<file path="config.mk">
export PLATFORM = sky130hd
export DESIGN_NAME = pers_resume_ctrl
export DESIGN_NICKNAME = d
export VERILOG_FILES = /design/src/core/pers_resume_ctrl.v
export VERILOG_INCLUDE_DIRS = /design/src /design/src/pkg
export SDC_FILE = /design/constraint.sdc
export NUM_CORES = 1
export LEC_CHECK = 0
export ABC_AREA = 1
export ABC_CLOCK_PERIOD_IN_PS = 2400
export BUFFER_PORTS_ARGS = -buffer_cell sky130_fd_sc_hd__buf_2
export CELL_PAD_IN_SITES_DETAIL_PLACEMENT = 0
export CELL_PAD_IN_SITES_GLOBAL_PLACEMENT = 1
export CORE_MARGIN = 10
export CORE_UTILIZATION = 30
export CTS_CLUSTER_SIZE = 10
export DETAILED_ROUTE_END_ITERATION = 12
export MAX_ROUTING_LAYER = met4
export PLACE_DENSITY = 0.61
export SYNTH_ARGS = -nofsm -noshare
export SYNTH_HDL_FRONTEND = slang
export SYNTH_SLANG_ARGS = --single-unit
</file>
<file path="constraint.sdc">
create_clock -name ref_clk -period 2.4 [get_ports ref_clk]
set_input_delay 0.24 -clock ref_clk [delete_from_list [all_inputs] [get_ports ref_clk]]
set_output_delay 0.24 -clock ref_clk [all_outputs]
set_load 0.01 [all_outputs]
</file>
<file path="src/pkg/pers_consts.vh">
`ifndef PERS_CONSTS_VH
`define PERS_CONSTS_VH
`define PERS_OP_RESUME 8'hD0
`define PERS_OP_SUSPEND 8'hB0
`define PERS_OP_PROT_SEQ 8'h3D
`define PERS_OP_SECLOCK_RD 8'h35
`define PERS_OP_SECREG_RD 8'h77
`define PERS_OP_SECREG_PRG 8'h9B
`define PERS_OP_PROTREG_RD 8'h32
`define PERS_OP_XFER1 8'h53
`define PERS_OP_XFER2 8'h55
`define PERS_OP_CMP1 8'h60
`define PERS_OP_CMP2 8'h61
`define PERS_OP_DPD 8'hB9
`define PERS_OP_DPD_EXIT 8'hAB
`define PERS_OP_UDPD 8'h79
`define PERS_OP_STATUS_RD 8'hD7
`define PERS_OP_CFG_RD 8'h3F
`define PERS_OP_ID_RD 8'h9F
`define PERS_OP_RESET 8'hF0
`define PERS_CLK_MHZ 20
`define PERS_RES_LAT_NS 8000
`define PERS_RES_LAT_CYC ((`PERS_RES_LAT_NS * `PERS_CLK_MHZ + 999) / 1000)
`define PERS_KIND_NONE 2'h0
`define PERS_KIND_PRG1 2'h1
`define PERS_KIND_PRG2 2'h2
`define PERS_KIND_ERASE 2'h3
`endif

</file>
<file path="src/core/pers_resume_ctrl.v">
`timescale 1ns/1ns
`include "pers_consts.vh"
module pers_resume_ctrl (
  input wire ref_clk, // System clock, 20 MHz
  input wire rst, // Synchronous reset, active high
  input wire spi_sck, // Serial clock pin
  input wire spi_cs_n, // Chip select pin, active low
  input wire spi_mosi, // Serial data in pin
  input wire hw_reset_n, // Reset pin, active low
  input wire op_active_kind_valid, // Core starts an operation
  input wire [1:0] op_active_kind, // Kind of started operation
  input wire op_done, // Running operation has finished
  output reg first_buffer_program_suspended_flag, // Buffer 1 program suspended
  output reg second_buffer_program_suspended_flag, // Buffer 2 program suspended
  output reg erase_suspended_flag, // Erase suspended
  output wire ready, // Ready/busy flag, high when ready
  output reg resume_busy, // Resume latency window running
  output reg core_resume, // Pulse: continue operation where it stopped
  output reg core_suspend, // Pulse: freeze running operation
  output reg [1:0] core_kind, // Kind carried with core pulses
  output reg [7:0] cmd_opcode, // Last decoded opcode, accepted or refused
  output reg cmd_accept, // Pulse: opcode accepted
  output reg cmd_reject, // Pulse: opcode refused
  output reg soft_reset // Pulse: reset requested
);

////////////////////////////////////////////////////////////////////////
// Pin synchronisers
// Every pin is asynchronous to ref_clk, so each one passes two flops
// before any logic looks at it; only the second stage is ever read,
// which keeps a metastable first stage away from the decode.
wire [3:0] pin_raw;
wire [3:0] pin_sync;
assign pin_raw = {hw_reset_n, spi_mosi, spi_cs_n, spi_sck};
genvar g;
generate
  for (g = 0; g < 4; g = g + 1) begin : g_sync
    reg stage1;
    reg stage2;
    // Two-flop capture of one pin
    always @(posedge ref_clk) begin
      stage1 <= pin_raw[g];
      stage2 <= stage1;
    end
    assign pin_sync[g] = stage2;
  end
endgenerate

// Named views of the synchronised pins
wire sck_s2 = pin_sync[0];
wire cs_s2 = pin_sync[1];
wire di_s2 = pin_sync[2];
wire rstn_s2 = pin_sync[3];

// Serial clock edge finder; the host parks the clock low between
// frames, so a low delay stage never fakes a rise after reset
reg sck_d;
always @(posedge ref_clk) begin
  if (rst)
    sck_d <= 1'b0;
  else
    sck_d <= sck_s2;
end
wire sck_rise = sck_s2 & ~sck_d;

// Either reset source clears the shifter and the suspend state; the pin arrives two cycles late
wire any_rst = rst | ~rstn_s2;

////////////////////////////////////////////////////////////////////////
// Opcode shifter; only the first byte of a frame counts
// Bits beyond the eighth are left unshifted, so trailing address or
// data bytes never alter the opcode; a frame shorter than eight bits
// never sets op_valid and is dropped at chip select release.
reg [7:0] shift;
reg [3:0] bit_cnt;
reg [7:0] opcode;
reg op_valid;
reg cs_d;
wire frame_end = cs_s2 & ~cs_d;
always @(posedge ref_clk) begin
  if (any_rst) begin
    shift <= 8'h00;
    bit_cnt <= 4'h0;
    opcode <= 8'h00;
    op_valid <= 1'b0;
    cs_d <= 1'b1;
  end else begin
    cs_d <= cs_s2;
    if (cs_s2) begin
      bit_cnt <= 4'h0;
      if (frame_end)
        op_valid <= 1'b0;
    end else if (sck_rise && bit_cnt < 4'h8) begin
      shift <= {shift[6:0], di_s2};
      bit_cnt <= bit_cnt + 4'h1;
      if (bit_cnt == 4'h7) begin
        opcode <= {shift[6:0], di_s2}; // Later bytes ignored
        op_valid <= 1'b1;
      end
    end
  end
end

////////////////////////////////////////////////////////////////////////
// Command gating while suspended
// Decided from the opcode and the suspend flags; refusal only matters while a flag is
// set. Protection sequences share one first byte, so that byte stands
// for every protection and lockdown command.
wire any_susp = first_buffer_program_suspended_flag |
  second_buffer_program_suspended_flag | erase_suspended_flag;
reg allowed;
always @* begin
  allowed = 1'b1;
  if (any_susp) begin
    case (opcode)
      `PERS_OP_PROT_SEQ, `PERS_OP_SECREG_PRG: allowed = 1'b0;
      `PERS_OP_DPD, `PERS_OP_DPD_EXIT, `PERS_OP_UDPD: allowed = 1'b0;
      `PERS_OP_XFER1: allowed = ~first_buffer_program_suspended_flag;
      `PERS_OP_XFER2: allowed = ~second_buffer_program_suspended_flag;
      `PERS_OP_CMP1, `PERS_OP_CMP2: allowed = 1'b1;
      `PERS_OP_PROTREG_RD, `PERS_OP_SECLOCK_RD, `PERS_OP_SECREG_RD:
        allowed = 1'b1;
      `PERS_OP_STATUS_RD, `PERS_OP_CFG_RD, `PERS_OP_ID_RD: allowed = 1'b1;
      `PERS_OP_RESET: allowed = 1'b1;
      default: allowed = 1'b1;
    endcase
  end
end

////////////////////////////////////////////////////////////////////////
// Suspend/resume state
// Flags are set only by a suspend and cleared by a resume or reset.
// Resume latency in ref_clk cycles; the counter is 16 bits wide, so
// the integer figure is cut to that width on purpose
localparam integer RES_LAT_INT = `PERS_RES_LAT_CYC;
localparam [15:0] RES_LAT = RES_LAT_INT[15:0];
reg [1:0] running; // Kind of operation in progress
reg [15:0] res_cnt;
wire do_cmd = frame_end & op_valid;
always @(posedge ref_clk) begin
  if (any_rst) begin // Reset aborts any suspend
    first_buffer_program_suspended_flag <= 1'b0;
    second_buffer_program_suspended_flag <= 1'b0;
    erase_suspended_flag <= 1'b0;
    running <= `PERS_KIND_NONE;
    res_cnt <= 16'h0000;
    resume_busy <= 1'b0;
    core_resume <= 1'b0;
    core_suspend <= 1'b0;
    core_kind <= `PERS_KIND_NONE;
    cmd_opcode <= 8'h00;
    cmd_accept <= 1'b0;
    cmd_reject <= 1'b0;
    soft_reset <= 1'b0;
  end else begin
    // Pulses last one cycle unless set again below; this keeps
    // a downstream core from seeing one command twice
    core_resume <= 1'b0;
    core_suspend <= 1'b0;
    cmd_accept <= 1'b0;
    cmd_reject <= 1'b0;
    soft_reset <= 1'b0;
    // Count the latency down; busy drops on the last count, so the
    // window is exactly the loaded number of cycles long
    if (resume_busy) begin
      if (res_cnt == 16'h0001)
        resume_busy <= 1'b0; // Resume latency bound
      res_cnt <= res_cnt - 16'h0001;
    end
    if (op_done)
      running <= `PERS_KIND_NONE;
    else if (op_active_kind_valid)
      running <= op_active_kind;
    if (do_cmd) begin // Acts only at chip select release
      cmd_opcode <= opcode;
      cmd_accept <= allowed;
      cmd_reject <= ~allowed;
      soft_reset <= allowed & (opcode == `PERS_OP_RESET);
      // Program flags are looked at before erase, so a stacked
      // suspend always reopens the program first
      if (opcode == `PERS_OP_RESUME) begin
        if (first_buffer_program_suspended_flag |
            second_buffer_program_suspended_flag) begin // Program first
          first_buffer_program_suspended_flag <= 1'b0;
          second_buffer_program_suspended_flag <= 1'b0;
          running <= first_buffer_program_suspended_flag ?
            `PERS_KIND_PRG1 : `PERS_KIND_PRG2; // Busy again
          core_kind <= first_buffer_program_suspended_flag ?
            `PERS_KIND_PRG1 : `PERS_KIND_PRG2;
          core_resume <= 1'b1; // Continue, not restart
          resume_busy <= 1'b1;
          res_cnt <= RES_LAT;
        end else if (erase_suspended_flag) begin
          erase_suspended_flag <= 1'b0;
          running <= `PERS_KIND_ERASE;
          core_kind <= `PERS_KIND_ERASE;
          core_resume <= 1'b1;
          resume_busy <= 1'b1;
          res_cnt <= RES_LAT;
        end // Nothing suspended: no-op
        // A suspend is ignored while the resume window runs, so the
        // host must wait or poll before pausing again
      end else if (opcode == `PERS_OP_SUSPEND && !resume_busy &&
                   running != `PERS_KIND_NONE) begin // Ignored mid-resume
        core_suspend <= 1'b1;
        core_kind <= running;
        running <= `PERS_KIND_NONE; // Shows ready
        case (running) // Erase flag may coexist
          `PERS_KIND_PRG1: first_buffer_program_suspended_flag <= 1'b1;
          `PERS_KIND_PRG2: second_buffer_program_suspended_flag <= 1'b1;
          `PERS_KIND_ERASE: erase_suspended_flag <= 1'b1;
          default: erase_suspended_flag <= erase_suspended_flag;
        endcase
      end
    end
  end
end

// Busy while an operation runs or resume settles
// Combinational so the flag follows the state in the same cycle,
// with no extra cycle of stale ready after a resume
assign ready = (running == `PERS_KIND_NONE) & ~resume_busy;

endmodule

</file>
# [After elaboration in Yosys (flattened, before gate mapping)]
# Index checks and enable logic that the tools add are counted.
# W data, S select, Z words.
[totals] ff_bits=67 wordCells=134 out_inout_bits=20
[op_classes] reduce_logical=24 magnitude_cmp=1 bitwise_logic=18 addsub=2 muxes=43 eq_ne=19
[op_table] operator="$mux W16" n=5
[op_table] operator="$eq A8 B8 Y1 const B" n=6
[op_table] operator="$mux W1" n=25
[op_table] operator="$eq A8 B7 Y1 const B" n=3
[op_table] operator="$mux W2" n=12
[op_table] operator="$eq A16 B1 Y1 const B" n=1
[op_table] operator="$sub A16 B1 Y16 const B" n=1
[op_table] operator="$reduce_bool A2 Y1" n=7
[op_table] operator="$reduce_and A4 Y1" n=3
[op_table] operator="$not A1 Y1" n=10
[op_table] operator="$reduce_and A3 Y1" n=3
[op_table] operator="$eq A8 B6 Y1 const B" n=1
[op_table] operator="$reduce_or A3 Y1" n=2
[op_table] operator="$and A1 B1 Y1" n=5
[op_table] operator="$reduce_or A5 Y1" n=1
[op_table] operator="$add A4 B1 Y4 const B" n=1
[op_table] operator="$eq A2 B2 Y1 const B" n=2
[op_table] operator="$eq A4 B3 Y1 const B" n=1
[op_table] operator="$lt A4 B4 Y1 const B" n=1
[op_table] operator="$ne A2 B2 Y1 const B" n=2
[op_table] operator="$reduce_or A2 Y1" n=2
[op_table] operator="$logic_and A1 B1 Y1" n=3
[op_table] operator="$ne A3 B3 Y1 const B" n=1
[op_table] operator="$or A1 B1 Y1" n=3
[op_table] operator="other kinds (6)" n=6

# [Depth between registers and ports, before layout]
# Gate-level depths: netlist of the first run.
[logic_depth] word_depth=7 depth_mapped=10 depth_no_buf=10

# [Worst setup path before layout of the first run]
# No wires, ideal clock.
[synth_path] path_type="register -> register" startpoint="register opcode[7]" endpoint="register res_cnt[3]" stages_incl_launch_ff=8 required_time_ns=2.280 path_slack_ns=1.181 period_less_slack_ns=1.219 arrival_time_ns=1.099 n_path_buf=2 setup_time_ns=0.120 path_cell_list="dfxtp_1 -> buf_4 -> nand4_1 -> nor2_4 -> nand3_4 -> nand2_2 -> buf_6 -> a21oi_1"
[synth_between] elab_chain_len=3
[synth_lines] item="from (decl)" line_no="pers_resume_ctrl.v:76" source="reg [7:0] opcode;"
[synth_lines] item="from (signal assigned)" line_no="pers_resume_ctrl.v:97" source="opcode <= {shift[6:0], di_s2};"
[synth_lines] item="$eq A8 B8 Y1 (no source line)"
[synth_lines] item="$mux W16" line_no="pers_resume_ctrl.v:181" source="if (opcode == `PERS_OP_RESUME) begin"
[synth_lines] item="$mux W16" line_no="pers_resume_ctrl.v:174" source="if (do_cmd) begin"
[synth_lines] item="to (signal assigned)" line_no="pers_resume_ctrl.v:168" source="res_cnt <= res_cnt - 16'h0001;"
[synth_lines] item="to (decl)" line_no="pers_resume_ctrl.v:138" source="reg [15:0] res_cnt;"
# No other way between the ends.
# A chain may end at the register's enable or synchronous reset.

# [Worst setup path after layout of the first run]
[layout_path] startpoint="register opcode[7]" endpoint="register res_cnt[9]"
# The elaborated chain is that of the path after synthesis.

==> flow_summary.ini, run 1 <==
[status]
status = completed

[hold_path]
hold_path_startpoint = rst
worstHoldEndpoint = sck_d
timing.hold.worst.class = input port to flip-flop
holdPathStages = 2

[global_routing]
grt.overflow.total = 0
grt_antenna_before_repair = 0
gr-usage-all-layers = 0.09924
via_count_of_the_first_global_routing_pass = 2451
largest_net_degree_at_the_start_of_global_routing = 25
global_route_wire_length_before_repair_um = 11360

[floorplanning]
die_area_sq_um = 14180
num_rows = 36
floorplan.initialDensity = 0.3041
fp.dieH_um = 119.1
fp.dieW_um = 119.1
io_pins = 30
fp.coreArea_sq_um = 9684

[layout]
proportion_of_layout_cells_with_a_drive_suffix_above_1 = 0.1713
nNetsFinal = 441
antenna-diode-count = 0
layout.cells.non_filler = 565
design_area_sq_um = 3457
syn2layout_area_growth_pct = 17.37
post-route-util = 0.3570

[sta]
grt_setup_unrepaired = false
timing.slew.headroom = 0.6861
max_clock_freq_mhz = 646.9
timing.hold.ws_ns = 0.07411
post-route-period-util = 0.6441
final_max_slew_viol_count = 0
finalClockSkew_ns = 0.01458
setup_violations = 0
post-route-worst-setup-slack_ns = 0.8542
setup_tns_final_ns = 0
timing.final.hold_violations = 0
layout_min_cycle_time_ns = 1.546
tightest_slew_ns = 0.4704

[clocking]
cts_tree = yes
clkLatencyLatePin_ns = 0.35
worst_setup_hold_path_clk_slew_ns = 0.08
cts_repair_resize_count = 0
cts_hold_buffers = 4
numClockSinks = 67
cts_root_buf = clkbuf_8
post-cts-setup-buffers = 0
ctsHtreeMaxLevel = 3
ctsLongestPathBuffers = 2
cts_inserted_buffers = 9

[yosys]
post_synth.cell_area_avg_sq_um = 7.494
syn-num-nets = 406
synth_edf_count = 0
library_cell_occupying_the_most_area_in_the_post_synthesis_netlist = dfxtp_1
synth-warning-count = 0
post-synth-top-count-cell = dfxtp_1
post-synth-top-area-fraction = 0.4554
synthTopCellsByArea = dfxtp_1, nand2_1, nor2_1
synthDistinctLibCells = 32
post_synth_inst_count = 393
synth_seq_area_share = 0.4554
ys_dominant_reg_cell = dfxtp_1
postSynth.asyncResetShare = 0
post_synth_instance_area_sq_um = 2945
netlist_top_cells_count = dfxtp_1, nand2_1, nor2_1, inv_1, o21ai_0
synth-seq-cells = 67

[critical_path]
worst-r2r-cell-count = 7
cpPeakStageDelay_ns = 0.47
critical_path.cell_chain = nand4_1, nor2_4, nand3_4, nand2_2, inv_1, nand2_1, nor2_1
required_ns = 2.65
critPathArrivalTime_ns = 1.79
rr_endpoint = res_cnt[9]
crit_slowest_cell = dfxtp_1
crit_path_start_kind = flip-flop
worst-setup-path-type = flip-flop to flip-flop
critical_path.reg2reg.startpoint = opcode[7]
timing.critical_path.fanout_max = 13
endpoint_kind = flip-flop
worst-r2r-setup-slack_ns = 0.85

[routing]
drc_errors = 0
routed_via_density = 4.350
dr.pass1.iters = 6
detailroute.via_count = 2458
post_drt_wl_per_cell_um = 11.65
wirelength_um = 6581
initialDrtViolationCount = 87
ant_nets = 0

[placed_design]
placed_cells_incl_taps = 546
place.gp.congestion = 0.8069
post-dp-hpwl_um = 4832
worst_case_setup_slack_after_placement_ns = 0.8469
dpl_cell_area_sq_um = 3192
count_of_buffers_from_port_buffering = 29

[power]
vdd_ir_drop_max_mv = 0.3249
power.density_cell_area_nw_per_um2 = 659.0
power.static_leakage_nw = 1.487
total_power_mw = 2.278

[flow_run]
drv.max_cap_violation_count = 0
## how the worst max path moves through the flow
| stage | startpoint | to | cells past startpoint |
|---|---|---|---|
| 5_1_grt | opcode[7] | res_cnt[15] | 7 |
| 2_1_floorplan | opcode[7] | res_cnt[3] | 7 |
| 4_1_cts | opcode[7] | res_cnt[9] | 7 |
| 3_5_place_dp | cs_s2 | core_kind[0] | 8 |
| 6_report | opcode[7] | res_cnt[9] | 7 |
| 3_3_place_gp | cs_s2 | core_kind[0] | 8 |
## layout make-up
| cell class | instances | area, sq um |
|---|---|---|
| timing repair buffer | 35 | 200.2 |
| tap | 133 | 166.4 |
| clock buffer | 11 | 151.4 |
| sequential | 67 | 1341 |
| inverter | 53 | 198.9 |
| clock inverter | 4 | 73.82 |
| fill | 1045 | 6227 |
| multi-input combinational | 262 | 1325 |
## state kept, by name, summed over array words and instances, names as in the netlist, 2 cells and up
register and cells:
g_sync.stage2 2, core_kind 2, opcode 8, g_sync.stage1 4, bit_cnt 4, res_cnt 16
cmd_opcode 8, shift 7, running 2
## cells by family (layout without fill, tap and decap cells)
group,Yosys count,after routing,synth area share
XOR/XNOR,10,10,0.02974
flip-flops,67,67,0.4554
adder cells (fa/ha/maj),3,3,0.01275
AND/OR/NAND/NOR,182,182,0.2880
AO/OA/AOI/OAI,67,67,0.1194
buffers and inverters,64,103,0.09473
## layout by cell type (no fill, tap or decap), drive strengths merged
master,Yosys,routed
or2,4,4
nand3,22,22
o21ai,35,35
nor3,3,3
dlygate4sd3,0,4
dfxtp,67,67
nand3b,1,1
a21oi,30,30
nand2,72,72
nor3b,1,1
inv,53,53
ha,3,3
clkbuf,1,11
xor2,10,10
clkinv,0,2
nor2,73,73
buf,10,31
nand4,6,6
bufinv,0,2
o21bai,1,1
a211oi,1,1
## routing by layer
| layer | track usage | part of all wire |
|---|---|---|
| met1 | 0.1183 | 0.51 |
| met2 | 0.1504 | 0.43 |
| met3 | 0.03590 | 0.045 |
| met4 | 0.03664 | 0.016 |
| met5 | - | 0 |
## where the power goes
group / switching (mW) / internal (mW)
logic: 0.0429 / 0.0263
clock network: 0.441 / 0.636
registers: 0.00708 / 1.12
total: 0.491 / 1.79
## worst max-delay path: cells and delay by family (launching register included)
kind | cells | cell delay (ns)
buf+inv | 1 | 0.10
simple gates | 6 | 0.87
flops | 1 | 0.47
Power figures use the tool's default switching activity.
==> run 2: changes to the inputs <==
--- a/config.mk
+++ b/config.mk
@@ -7,7 +7,7 @@
 export NUM_CORES = 1
 export LEC_CHECK = 0
 export ABC_AREA = 1
-export ABC_CLOCK_PERIOD_IN_PS = 2400
+export ABC_CLOCK_PERIOD_IN_PS = 1300
 export BUFFER_PORTS_ARGS = -buffer_cell sky130_fd_sc_hd__buf_2
 export CELL_PAD_IN_SITES_DETAIL_PLACEMENT = 0
 export CELL_PAD_IN_SITES_GLOBAL_PLACEMENT = 1
@@ -16,7 +16,7 @@
 export CTS_CLUSTER_SIZE = 10
 export DETAILED_ROUTE_END_ITERATION = 12
 export MAX_ROUTING_LAYER = met4
-export PLACE_DENSITY = 0.61
+export PLACE_DENSITY = 0.63
 export SYNTH_ARGS = -nofsm -noshare
 export SYNTH_HDL_FRONTEND = slang
 export SYNTH_SLANG_ARGS = --single-unit
==> constraint.sdc (replaced) <==
create_clock -name ref_clk -period 1.3 [get_ports ref_clk]
set_input_delay 0.13 -clock ref_clk [delete_from_list [all_inputs] [get_ports ref_clk]]
set_output_delay 0.13 -clock ref_clk [all_outputs]
set_load 0.01 [all_outputs]
==> flow_summary.ini, run 2 (synthesis gave the netlist of run 1 again) <==
[layout]
proportion_of_layout_cells_with_a_drive_suffix_above_1 = 0.3540
final_common_cell = dfxtp_1
largest_reg_flops = 16
antenna-diode-count = 0
layout_top_registers = res_cnt (16), cmd_opcode (8), opcode (8)
nNetsFinal = 491
syn2layout_area_growth_pct = 36.24
layout_common_cells = dfxtp_1, nand2_1, nor2_1
regMostFlops = res_cnt

[global_routing]
gr-usage-all-layers = 0.1005
global_route_wire_length_before_repair_um = 11550
grt_antenna_before_repair = 0
grt.overflow.total = 0
via_count_of_the_first_global_routing_pass = 2573
largest_net_degree_at_the_start_of_global_routing = 18

[routing]
wirelength_um = 6903
detailroute.via_count = 2619
initialDrtViolationCount = 115
ant_nets = 0
drc_errors = 0
post_drt_wl_per_cell_um = 11.21
dr.pass1.iters = 4
routed_via_density = 4.252

[critical_path]
worst-r2r-setup-slack_ns = 0.008
critical_path.reg2reg.startpoint = bit_cnt[3]
required_ns = 1.53
worst-setup-path-type = flip-flop to flip-flop
timing.critical_path.fanout_max = 11
worst-r2r-cell-count = 7
rr_endpoint = shift[4]
crit_path_start_kind = flip-flop
endpoint_kind = flip-flop
critPathArrivalTime_ns = 1.52

[floorplanning]
io_pins = 30
fp.coreArea_sq_um = 9684
fp.dieW_um = 119.1
num_rows = 36
fp.dieH_um = 119.1
die_area_sq_um = 14180
floorplan.initialDensity = 0.3041

[sta]
timing.hold.ws_ns = 0.1976
post-route-period-util = 0.9935
tightest_slew_ns = 0.2473
setup_violations = 0
finalClockSkew_ns = 0.005810
grt_setup_unrepaired = true
final_max_slew_viol_count = 0
layout_min_cycle_time_ns = 1.292
max_clock_freq_mhz = 774.3
timing.final.hold_violations = 0
timing.slew.headroom = 0.8349

[hold_path]
timing.hold.worst.class = input port to flip-flop
hold_path_startpoint = op_done
holdPathStages = 6
worstHoldEndpoint = running[1]

[clocking]
cts_root_buf = clkbuf_8
clkLatencyLatePin_ns = 0.33
cts_tree = yes
numClockSinks = 67
ctsHtreeMaxLevel = 3
worst_setup_hold_path_clk_slew_ns = 0.07
ctsLongestPathBuffers = 2
cts_inserted_buffers = 9

[power]
total_power_mw = 3.828
power.static_leakage_nw = 1.738
power.density_cell_area_nw_per_um2 = 954.1
vdd_ir_drop_max_mv = 0.4767

[flow_run]
drv.max_cap_violation_count = 0

[placed_design]
place.gp.congestion = 0.8139
count_of_buffers_from_port_buffering = 29
post-dp-hpwl_um = 4931

[status]
status = completed
-- run 2: through the flow --
stage	utilization	worst slack (ns)	instances	cell area [sq um]	setup TNS [ns]
floorplan	-	0.08057	393	2945	0
detailed placement	0.3588	-0.07886	582	3475	-0.4233
global route	0.4143	-0.1107	616	4013	-1.438
finish	0.4143	0.008494	616	4013	0
CTS	0.3890	-0.003923	606	3767	-0.003923
global placement	0.3588	-0.07725	582	3475	-0.3417
-- run 2: repair_timing --
action,4_1_cts,5_1_grt
gates resized for setup,18,57
pin swaps,5,12
endpoints found under the hold margin,5,0
gates cloned,0,1
setup buffers,3,9
hold buffers,5,0
setup endpoints to repair,22,48
-- run 2: per-layer routing --
| layer | up-vias | share of wire | global-route usage |
|---|---|---|---|
| met5 | - | 0 | - |
| met3 | 6 | 0.046 | 0.02740 |
| met4 | 0 | 0.0065 | 0.04351 |
| met1 | 1161 | 0.50 | 0.1196 |
| li1 | 1409 | - | - |
| met2 | 43 | 0.45 | 0.1563 |
-- run 2: critical path, cell delays in order, from the launching register on --
cell	delay [ns]
dfxtp_1	0.30
inv_1	0.19
nand2_4	0.10
nor2_4	0.14
inv_4	0.07
buf_4	0.16
o21ai_0	0.16
a21oi_1	0.06
-- run 2: area by class of cell --
class                   count  area (sq um)
fillers                  1031          5672
clock buffers              10         137.6
multi-input cells         263          1491
well taps                 133         166.4
inverters                  53         209.0
repair buffers             84         609.3
clock inverters             6         40.04
flip-flops and latches     67          1359
-- run 2: power breakdown --
part | total [mW] | internal [mW] | switching (mW)
clock network | 1.58 | 0.744 | 0.835
logic | 0.168 | 0.0760 | 0.0917
registers | 2.08 | 2.07 | 0.0116
total | 3.83 | 2.89 | 0.938
-- run 2: worst max-delay path by stage --
stage                                start           end
final                           bit_cnt[3]      shift[4]
after global routing      g_sync[0].stage2     opcode[7]
after CTS                 g_sync[0].stage2     opcode[6]
after detailed placement         opcode[2]    res_cnt[9]
after global placement           opcode[3]  core_kind[0]
after floorplan                  opcode[7]    res_cnt[3]
==> run 3: changes to the inputs <==
--- a/config.mk
+++ b/config.mk
@@ -8,7 +8,7 @@
 export LEC_CHECK = 0
 export ABC_AREA = 1
 export ABC_CLOCK_PERIOD_IN_PS = 1300
-export BUFFER_PORTS_ARGS = -buffer_cell sky130_fd_sc_hd__buf_2
+export BUFFER_PORTS_ARGS = -buffer_cell sky130_fd_sc_hd__clkbuf_2
 export CELL_PAD_IN_SITES_DETAIL_PLACEMENT = 0
 export CELL_PAD_IN_SITES_GLOBAL_PLACEMENT = 1
 export CORE_MARGIN = 10
==> flow_summary.ini, run 3 (synthesis gave the netlist of run 1 again) <==
[status]
status = completed

[sta]
final_max_slew_viol_count = 0
timing.final.hold_violations = 0
post-route-worst-setup-slack_ns = 0.01103
grt_setup_unrepaired = true
layout_min_cycle_time_ns = 1.289
timing.slew.headroom = 0.8364
tightest_slew_ns = 0.2454
setup_violations = 0
finalClockSkew_ns = 0.008411
max_clock_freq_mhz = 775.8
post-route-period-util = 0.9915
setup_tns_final_ns = 0
timing.hold.ws_ns = 0.2044

[placed_design]
count_of_buffers_from_port_buffering = 29
post-dp-hpwl_um = 5033
place.gp.congestion = 0.8250
worst_case_setup_slack_after_placement_ns = -0.08318

[clocking]
cts_root_buf = clkbuf_8
worst_setup_hold_path_clk_slew_ns = 0.08
clkLatencyLatePin_ns = 0.35
ctsLongestPathBuffers = 2
numClockSinks = 67
ctsHtreeMaxLevel = 3
cts_tree = yes
cts_inserted_buffers = 9

[floorplanning]
fp.coreArea_sq_um = 9684
num_rows = 36
io_pins = 30
fp.dieW_um = 119.1
floorplan.initialDensity = 0.3041
die_area_sq_um = 14180
fp.dieH_um = 119.1

[critical_path]
critical_path.cell_chain = inv_4, nand2_4, nor2_4, nand4_1, nand2_2, nand2_1, nand2_1, nor2_1
critPathArrivalTime_ns = 1.54
endpoint_kind = flip-flop
worst-r2r-setup-slack_ns = 0.01
critical_path.n_buffers_inverters = 1
crit_slowest_cell = dfxtp_4
cpPeakStageDelay_ns = 0.36
rr_endpoint = core_kind[0]
worst-r2r-cell-count = 8
timing.critical_path.fanout_max = 6
critical_path.most_common_cell = nand2_1
critical_path.top_delay_family = simple AND/OR/NAND/NOR gates
crit_path_start_kind = flip-flop
worst-setup-path-type = flip-flop to flip-flop
critical_path.reg2reg.startpoint = opcode[3]
required_ns = 1.55

[hold_path]
holdPathStages = 6
timing.hold.worst.class = input port to flip-flop
hold_path_startpoint = op_done
worstHoldEndpoint = running[1]

[layout]
antenna-diode-count = 0
final_common_cell = dfxtp_1
syn2layout_area_growth_pct = 39.46
layout_top_registers = res_cnt (16), cmd_opcode (8), opcode (8)
post-route-util = 0.4242
nNetsFinal = 491
largest_reg_flops = 16
proportion_of_layout_cells_with_a_drive_suffix_above_1 = 0.3458
regMostFlops = res_cnt
layout_common_cells = dfxtp_1, nand2_1, nor2_1

[power]
power.static_leakage_nw = 1.772
p_switching_uw = 944.8
power_switching_share = 0.1988
seq_power_share = 0.438
share_clk_of_total_power = 0.527
power.share.combinational = 0.035
total_power_mw = 4.752
vdd_ir_drop_max_mv = 0.5792
power.density_cell_area_nw_per_um2 = 1157
internal-power_mw = 3.807

[routing]
dr.pass1.iters = 4
ant_nets = 0
drc_errors = 0
routed_via_density = 4.266
wirelength_um = 6839
detailroute.via_count = 2628
post_drt_wl_per_cell_um = 11.10
initialDrtViolationCount = 112

[global_routing]
global_route_wire_length_before_repair_um = 11650
largest_net_degree_at_the_start_of_global_routing = 25
grt_antenna_before_repair = 0
grt.overflow.total = 0
via_count_of_the_first_global_routing_pass = 2476
gr-usage-all-layers = 0.1026

[flow_run]
drv.max_cap_violation_count = 0
## run 3: tightest hold or removal path: stages
cell,delay (ns)
clkbuf_2,0.09
nor2_1,0.04
nand2_1,0.09
inv_1,0.04
nand2_1,0.06
a21oi_1,0.06
## run 3: metal layers
| layer | GRT usage | share of wire |
|---|---|---|
| met4 | 0.04580 | 0.019 |
| met2 | 0.1456 | 0.43 |
| met5 | - | 0 |
| met1 | 0.1305 | 0.50 |
| met3 | 0.03212 | 0.048 |
## run 3: how the worst max path moves through the flow
stage                     cells past startpoint             start  slack, ns            to
final                                         8         opcode[3]       0.01  core_kind[0]
after global routing                          9  g_sync[0].stage2      -0.12     opcode[3]
after CTS                                     8         opcode[1]      0.003  core_kind[0]
after detailed placement                      8         opcode[2]      -0.08    res_cnt[9]
after global placement                        8         opcode[2]      -0.07    res_cnt[9]
after floorplan                               7         opcode[7]       0.08    res_cnt[3]
## run 3: layout make-up
cell class	instances	area (sq um)
Multi-Input combinational cell	262	1474
Inverter	53	206.4
Clock buffer	9	123.9
Timing Repair Buffer	85	613.1
Sequential cell	67	1360
Fill cell	1021	5577
Tap cell	133	166.4
Clock inverter	7	163.9
## run 3: metrics by stage
stage | cell area [sq um] | cells
after floorplan | 2945 | 393
after global placement | 3455 | 581
after detailed placement | 3455 | 581
after CTS | 3885 | 605
after global routing | 4108 | 616
final | 4108 | 616
## run 3: repair_timing
action,in CTS,in global routing
pin swaps,6,19
buffers inserted,3,11
setup endpoints to repair,21,47
gates resized for setup,22,54
hold endpoints to repair,5,0
hold buffers,5,0
cloned,0,0
## run 3: power by group through the flow
stage / combinational (mW) / sequential (mW) / clock, mW
2_1_floorplan: 0.0885 / 2.13 / 0
3_3_place_gp: 0.134 / 2.13 / 0
3_5_place_dp: 0.135 / 2.13 / 0
4_1_cts: 0.152 / 2.09 / 2.57
5_1_grt: 0.187 / 2.08 / 2.67
6_report: 0.167 / 2.08 / 2.50
